`src/shared/moi_pkg.sv`:
```
// Constants, encodings and carrier types of the move/increment datapath
package moi_pkg;
   localparam int INSN_W = 14;
   localparam int FADDR_W = 7;
   localparam int DATA_W = 8;
   // Opcode fields: top six bits of the word for file ops
   localparam logic [5:0] OPC_INC_BITS = 6'h0A;
   localparam logic [5:0] OPC_IORF_BITS = 6'h04;
   localparam logic [5:0] OPC_MOVE_BITS = 6'h08;
   localparam logic [5:0] OPC_ZERO_BITS = 6'h00;
   // Load literal matches only the top two bits
   localparam logic [1:0] OPC_LIT_BITS = 2'h3;
   localparam int OPC_LSB = 8;
   localparam int LIT_OPC_LSB = 12;
   localparam int DEST_BIT = 7;
   // Software port map
   localparam logic [7:0] SW_FILE_LAST = 8'h7F;
   localparam logic [7:0] SW_WORK_ADDR = 8'h80;
   localparam logic [7:0] SW_STAT_ADDR = 8'h81;
   localparam int STAT_Z_BIT = 0;
   // Reset values
   localparam logic [7:0] WORK_RESET = 8'h00;
   localparam logic ZERO_RESET = 1'b0;
   localparam logic [7:0] FILE_RESET = 8'h00;

   typedef enum {
      MOI_OP_NOP,
      MOI_OP_INC,
      MOI_OP_IOR,
      MOI_OP_MOVE,
      MOI_OP_STORE,
      MOI_OP_LIT,
      MOI_OP_UNKNOWN
   } moi_op_t;

   // Decoded instruction fields
   typedef struct packed {
      logic             dest_file;
      logic [6:0]       faddr;
      logic [7:0]       literal;
   } moi_fields_t;

   // Software access port
   typedef struct packed {
      logic [7:0] addr;
      logic [7:0] wdata;
      logic       wr;
      logic       rd;
   } moi_sw_req_t;
endpackage

```
`src/rtl/moi_exec.sv`:
```
// Execution datapath for increment, OR and move instructions
`timescale 1ns/10ps
module moi_exec
#(
   parameter int FADDR_W = moi_pkg::FADDR_W,
   parameter int DATA_W  = moi_pkg::DATA_W
)
(
   input  wire logic                        clock,
   input  wire logic                        reset_n,
   input  wire logic                        insn_valid,
   input  wire logic [moi_pkg::INSN_W-1:0]  insn_word,
   input  wire moi_pkg::moi_sw_req_t        sw_req,
   output logic      [7:0]                  sw_rdata_r,
   output logic      [7:0]                  work_r,
   output logic                             zero_r,
   output logic                             done_r,
   output logic                             unknown_r
);
   localparam int DEPTH = 1 << FADDR_W;

   // The encodings fix a 7-bit address and an 8-bit datum; any other
   // width would shift the opcode fields, so elaboration stops here
   generate
      if (FADDR_W != moi_pkg::FADDR_W || DATA_W != moi_pkg::DATA_W)
      begin
         $error("moi_exec: only 7-bit address and 8-bit data supported");
      end
   endgenerate

   logic [7:0]           file_r [DEPTH];
   moi_pkg::moi_op_t     op;
   moi_pkg::moi_fields_t fld;
   logic [7:0]           fval;
   logic [7:0]           result;
   logic                 wr_work;
   logic                 wr_file;
   logic                 wr_zero;
   logic [5:0]           opc6;
   logic                 sw_file_hit;
   logic                 sw_file_wr;
   logic                 sw_work_wr;
   logic                 sw_stat_wr;

   // Opcode and operand fields; the literal overlaps dest and address,
   // which is harmless since only one of them is used per op
   assign opc6 = insn_word[13:moi_pkg::OPC_LSB];
   assign fld = {insn_word[moi_pkg::DEST_BIT], insn_word[6:0],
                 insn_word[7:0]};

   // Software write selects; addresses above the status slot match
   // nothing and are dropped without effect. Kept apart from the
   // instruction path so a clash on one target is resolved per register.
   always_comb
   begin
      sw_file_hit = (sw_req.addr <= moi_pkg::SW_FILE_LAST);
      sw_file_wr = sw_req.wr && sw_file_hit;
      sw_work_wr = sw_req.wr && (sw_req.addr == moi_pkg::SW_WORK_ADDR);
      sw_stat_wr = sw_req.wr && (sw_req.addr == moi_pkg::SW_STAT_ADDR);
   end

   // Decode; literal op looks only at its top two bits, so the four
   // spare bits may hold anything. Words outside the subset decode as
   // unknown and then behave as a no-op.
   always_comb
   begin
      op = moi_pkg::MOI_OP_UNKNOWN;
      if (insn_word[13:moi_pkg::LIT_OPC_LSB] == moi_pkg::OPC_LIT_BITS)
         op = moi_pkg::MOI_OP_LIT;
      else if (opc6 == moi_pkg::OPC_INC_BITS)
         op = moi_pkg::MOI_OP_INC;
      else if (opc6 == moi_pkg::OPC_IORF_BITS)
         op = moi_pkg::MOI_OP_IOR;
      else if (opc6 == moi_pkg::OPC_MOVE_BITS)
         op = moi_pkg::MOI_OP_MOVE;
      else if (opc6 == moi_pkg::OPC_ZERO_BITS)
      begin
         // Dest bit set means move-to-file, clear means no-op; the
         // address bits of a no-op are not looked at
         if (fld.dest_file)
            op = moi_pkg::MOI_OP_STORE;
         else
            op = moi_pkg::MOI_OP_NOP;
      end
   end

   // Operand read is combinational so every op ends in one cycle. A
   // back-to-back word sees the previous result, because that write
   // lands at the edge that closes the previous cycle.
   assign fval = file_r[fld.faddr];

   // Result and write enables. One shared result bus feeds W, the file
   // and the zero test; the enables alone pick where it goes.
   always_comb
   begin
      result = 8'h00;
      wr_work = 1'b0;
      wr_file = 1'b0;
      wr_zero = 1'b0;
      if (insn_valid)
      begin
         case (op)
            moi_pkg::MOI_OP_INC:
            begin
               result = fval + 8'h01;
               wr_work = ~fld.dest_file;
               wr_file = fld.dest_file;
               wr_zero = 1'b1;
            end
            moi_pkg::MOI_OP_IOR:
            begin
               result = work_r | fval;
               wr_work = ~fld.dest_file;
               wr_file = fld.dest_file;
               wr_zero = 1'b1;
            end
            moi_pkg::MOI_OP_MOVE:
            begin
               // Write-back of the same value doubles as a test
               result = fval;
               wr_work = ~fld.dest_file;
               wr_file = fld.dest_file;
               wr_zero = 1'b1;
            end
            moi_pkg::MOI_OP_STORE:
            begin
               result = work_r;
               wr_file = 1'b1;
            end
            moi_pkg::MOI_OP_LIT:
            begin
               result = fld.literal;
               wr_work = 1'b1;
            end
            default:
            begin
               result = 8'h00;
            end
         endcase
      end
   end

   // File registers. A software write and an instruction write in one
   // cycle both land when they aim at different registers; on the same
   // register the instruction's later assignment wins.
   always_ff @(posedge clock or negedge reset_n)
   begin
      if (!reset_n)
      begin
         for (int i = 0; i < DEPTH; i++)
            file_r[i] <= moi_pkg::FILE_RESET;
      end
      else
      begin
         if (sw_file_wr)
            file_r[sw_req.addr[6:0]] <= sw_req.wdata;
         if (wr_file)
            file_r[fld.faddr] <= result;
      end
   end

   // Working register; the instruction beats a software poke
   always_ff @(posedge clock or negedge reset_n)
   begin
      if (!reset_n)
         work_r <= moi_pkg::WORK_RESET;
      else if (wr_work)
         work_r <= result;
      else if (sw_work_wr)
         work_r <= sw_req.wdata;
   end

   // Zero flag; only ops that own it may change it, so stores to file,
   // literal loads and no-ops keep a test result for a later branch.
   // An instruction update beats a software write of the status slot.
   always_ff @(posedge clock or negedge reset_n)
   begin
      if (!reset_n)
         zero_r <= moi_pkg::ZERO_RESET;
      else if (wr_zero)
         zero_r <= (result == 8'h00);
      else if (sw_stat_wr)
         zero_r <= sw_req.wdata[moi_pkg::STAT_Z_BIT];
   end

   // Completion pulse one edge after each accepted word. An unknown
   // word still pulses done, so the cycle count per word stays fixed.
   always_ff @(posedge clock or negedge reset_n)
   begin
      if (!reset_n)
      begin
         done_r <= 1'b0;
         unknown_r <= 1'b0;
      end
      else
      begin
         done_r <= insn_valid;
         unknown_r <= insn_valid && (op == moi_pkg::MOI_OP_UNKNOWN);
      end
   end

   // Software read data, valid the cycle after the strobe only. A read
   // beside an instruction write returns the old value, since both are
   // taken at the same edge; software must read again to see the new.
   always_ff @(posedge clock or negedge reset_n)
   begin
      if (!reset_n)
         sw_rdata_r <= 8'h00;
      else if (!sw_req.rd)
         sw_rdata_r <= 8'h00;
      else if (sw_file_hit)
         sw_rdata_r <= file_r[sw_req.addr[6:0]];
      else if (sw_req.addr == moi_pkg::SW_WORK_ADDR)
         sw_rdata_r <= work_r;
      else if (sw_req.addr == moi_pkg::SW_STAT_ADDR)
         sw_rdata_r <= {7'h00, zero_r};
      else
         sw_rdata_r <= 8'h00;   // Unmapped reads return zero
   end
endmodule

```
`config.mk`:
```
export PLATFORM = sky130hd
export DESIGN_NAME = moi_exec
export DESIGN_NICKNAME = d
export VERILOG_FILES = /design/src/shared/moi_pkg.sv /design/src/rtl/moi_exec.sv
export SDC_FILE = /design/constraint.sdc
export NUM_CORES = 2
export LEC_CHECK = 0
export BUFFER_PORTS_ARGS = -buffer_cell sky130_fd_sc_hd__buf_4
export CORE_AREA = 5 5 391 393
export CTS_BUF_LIST = sky130_fd_sc_hd__clkbuf_16
export DETAILED_ROUTE_END_ITERATION = 8
export DIE_AREA = 0 0 396 398
export PLACE_DENSITY = 0.66
export SLEW_MARGIN = 10
export SYNTH_ARGS = -nofsm -noshare
export SYNTH_HDL_FRONTEND = slang
export SYNTH_SLANG_ARGS = --single-unit
```
`constraint.sdc`:
```
create_clock -name clock -period 11.65 [get_ports clock]
set_input_delay 1.7475 -clock clock [delete_from_list [all_inputs] [get_ports clock]]
set_output_delay 1.7475 -clock clock [all_outputs]
set_load 0.05 [all_outputs]
```
==> results.md <==
- With fillers left out, the area of the finished cells amounts to 72100 um^2.
- The filler cells instantiated in the layout total 13400.
- In this run the worst setup path terminates at file_r[564].
- Along the worst hold path, the cell count comes to 2.
- The number of ports placed on the die boundary is 54.
- The final hold violation count is 0.
- The core outline area is 149000 um^2.
- The post-placement worst setup slack is 2.94 ns.
- Routability-driven placement finished with a final weighted congestion of 1.04.
- The number of buffers and inverters on the critical path is 4.
- The total of hold buffers inserted after clock tree synthesis is 0.
- The number of nets in the synthesized netlist is 6615.
- The top fanout value on the critical path is 84.
- Wires add up to 281000 um.
- The largest single stage delay on the critical path is 1.16 ns.
- The worst pin sits at a relative slew slack of 6.15%.
- The max-capacitance violation count is 0.
- The signal on the critical path passes through buf_8, buf_4, mux4_2, mux2_2, nor2_1, o32ai_1, a2111oi_0, or4b_1, ha_1, inv_1, or2_2, or3_1, a31o_4, buf_4, nor2_1, a21oi_1.
- The launch point of the critical path is insn_word[1].
- For this run, the top clock speed supported by timing is 120 MHz.
- The maximum VDD drop is 0.000122 V.
- The largest buffer count on any clock path is 3.
- The total global routing overflow is 0.
- The count of synthesis-stage warnings from yosys is 0.
- Setup violations remaining at the end of the flow were counted as 0.
- The number of buffers created by CTS is 117.
- The cell sitting at the root of the clock tree is a clkbuf_16.
- The number of enable flip-flop cells after synthesis is 0.
- The worst path in the final design needs a cycle of 8.30 ns, including I/O delays and setup.
- The total DRC errors in the routed layout is 0.
- The CTS tree is built.
- From left edge to right edge, the die measures 396 um.
- The first-pass GRT wire length is 403000 um.
- The critical path's slowest cell is a2111oi_0.
- The initial utilization of the core area, before any placement, comes to 44.7%.
- Counting flops and latches in the post-synthesis netlist gives 1043.
- The initial DRC count is 8702.
- The critical path crosses 16 cells after its start point.
- The via count of the first global-routing pass is 54200.
- In this run, post-CTS repair resized a total of 0 instances.
- The layout overhead on the synthesized area is 8.14%.
- Power comes to 9.01 mW.
- The average wire per cell in the routed design is 33.6 um.
- Dividing the final minimum period by the clock period gives 71.3%.
- The synthesized design spends more area on one cell type than any other, namely dfrtp_1.
- The H-tree was split into 3 levels.
- Hold timing on the final database bottoms out at a slack of 0.595 ns.
- A synthesized cell averages 10.1 um^2.
- The clock skew is 0.0548 ns.
- The number of max-slew violations in the final report came to 0.
- The post-detailed-route count of antenna-violating nets is 0.
- The number of vias per cell after detailed routing is 6.93.
- The area of the die is 158000 um^2.
- The worst setup path is of the in2reg kind.
- The worst register-to-register path begins at file_r[280].
- Detailed placement ended at an HPWL of 177000 um.
- Adding up every negative setup slack in the final design gives 0 ns.
- The worst-case setup margin in the final layout is 3.35 ns.
- Setup repair after global routing left no endpoint under its margin.
- The largest net degree at the start of global routing is 160.
- The clock insertion delay at the later pin of the skew report is 0.82 ns.
- The worst reg-to-reg path cell count is 14.
- Data on the critical path is required at its endpoint by 12.36 ns.
- The cell area after placement is 68300 um^2.
- The synthesized instance count is 6579.
- The run finished with clean final reports.
- The clock transition at the registers of the reported paths is 0.06 ns.
- The initial antenna violation count is 30.
- In this run the tool buffered the top-level ports with 53 buffer cells.
- For this design, the sink count on the clock tree is 1043.
- Of the post-synthesis cell area, the dominant cell type holds 39.2%.
- By area the synthesized netlist is led by dfrtp_1 (39%), mux2i_1 (13%), mux4_2 (13%).
- The startpoint type of the worst setup path is an input port.
- The worst hold path belongs to the class reg2reg.
- In this run the register-to-register setup slack is 5.61 ns.
- The static leakage is 33.8 nW.
- The endpoint of the worst-slack reg-to-reg timing path is file_r[564].
- The cell area after synthesis is 66700 um^2.
- The gate family responsible for the most delay along the worst path is buffers and inverters.
- The most used flip-flop cell after synthesis is dfrtp_1.
- The post-synthesis cell type count is 83.
- In this run the core area contains 142 standard-cell rows.
- For this run, the total global-route usage over all layers was measured as 34.8%.
- The length of the first detailed-routing pass in iterations is 7.
- The worst setup path is captured at a register.
- The final route contains 58000 vias.
- The die outline height is 398 um.
- For the pin with the worst max-slew slack, the measured transition is 1.37 ns.
- The proportion of synthesized chip area in sequential cells is 39.2%.
- Of the cells placed in the final design, the portion with a size suffix greater than 1 is 19.6%.
- The post-CTS setup buffer count is 0.
- The total number of nets in the final design is 6324.
- Power spread over the standard cell area amounts to 125 nW/um^2.
- The data arrival time of the worst path is 9.01 ns.
- For this run, asynchronously set or reset flops after synthesis account for 100%.
-- logic make-up after synthesis --
logic type	share of synthesized area [%]
AOI/OAI and AO/OA	13.2
and+or+nand+nor	10.1
buffers and inverters	4.19
xor gates and xnor gates	0.0263
muxes	33.3
DFF	39.2
adders and majority gates	0.0188
-- power breakdown --
part | internal (mW) | total, mW | switching, mW
clock | 2.07 | 3.74 | 1.67
combinational | 0.473 | 1.28 | 0.804
sequential | 3.82 | 4.00 | 0.179
-- metal layers --
| layer | GRT usage (%) | vias up | share of wire, % |
|---|---|---|---|
| li1 | - | 23600 | - |
| met1 | 44.6 | 28500 | 36 |
| met2 | 48.9 | 4666 | 41 |
| met3 | 13.7 | 1175 | 15 |
| met4 | 22.9 | 14 | 7.9 |
| met5 | 0.277 | - | 0.031 |
-- area by class of cell --
cell class	instances	area, um^2	share of cell area [%]
multi-input combinational	4902	38000	52.7
sequential	1043	26100	36.2
clock buffer	120	3000	4.17
tap	1944	2430	3.37
timing repair buffer	216	1770	2.46
clock inverter	98	713	0.989
antenna	29	72.6	0.101
inverter	8	30.0	0.0417
-- worst reg2reg max path, delay by kind of cell (launching register included) --
family	cells	cell delay, ns
and+or+nand+nor	5	1.28
buffers and inverters	2	1.13
DFF	1	0.40
adders and majority gates	1	0.27
AOI/OAI and AO/OA	4	2.05
muxes	2	0.82
-- flip-flops by register name, summed over array words and instances (netlist names) --
signal	cells
sw_rdata_r	8
zero_r	1
work_r	8
unknown_r	1
file_r	1024
done_r	1
-- worst min-delay path by stage --
stage | slack, ns | startpoint | end
detailed placement | 0.58 | file_r[484] | file_r[484]
finish | 0.59 | file_r[42] | file_r[42]
CTS | 0.60 | file_r[484] | file_r[484]
global route | 0.63 | file_r[843] | file_r[843]
global placement | 0.57 | file_r[530] | file_r[530]
floorplan | 0.55 | file_r[195] | file_r[195]
-- cells in the mapped netlist, drive strengths merged, types with 6 or more instances --
cell type  count
a211oi        19
a21oi        695
a221o          7
a221oi        83
a222oi         8
a22o          10
a22oi         69
a31oi         17
a32oi          7
and2          13
and3          11
buf          197
clkbuf       429
dfrtp       1043
inv            7
mux2         453
mux2i        866
mux4         373
nand2        678
nand2b        19
nand3         45
nand4         12
nor2         800
nor2b         27
nor3          33
o21ai        439
o221ai        13
o22a           6
o22ai         94
o2bb2ai        6
o311ai         6
o32ai          8
or2            6
-- cell usage in the layout (no fill, tap or decap), drive strengths merged, types with 7 or more instances in the layout --
cell       n
a221o      7
inv       39
mux2     453
mux2i    866
bufinv    10
o32ai      8
nor2b     27
a222oi     8
clkinv    54
a22oi     69
dfrtp   1043
a221oi    83
nand2    678
a21oi    695
o21ai    439
o22ai     94
buf      215
a211oi    19
nor2     800
a32oi      7
diode     29
mux4     373
nor3      33
and2      13
clkbuf   121
a31oi     17
nand3     45
nand4     12
nand2b    19
a22o      10
o221ai    13
and3      11
-- through the flow --
step | instances | util [%]
2_1_floorplan | 6579 | -
3_3_place_gp | 8113 | 45.8
3_5_place_dp | 8113 | 45.8
4_1_cts | 8331 | 48.3
5_1_grt | 8333 | 48.3
6_report | 8360 | 48.4
Note: power is estimated with default switching activity, not from simulation.
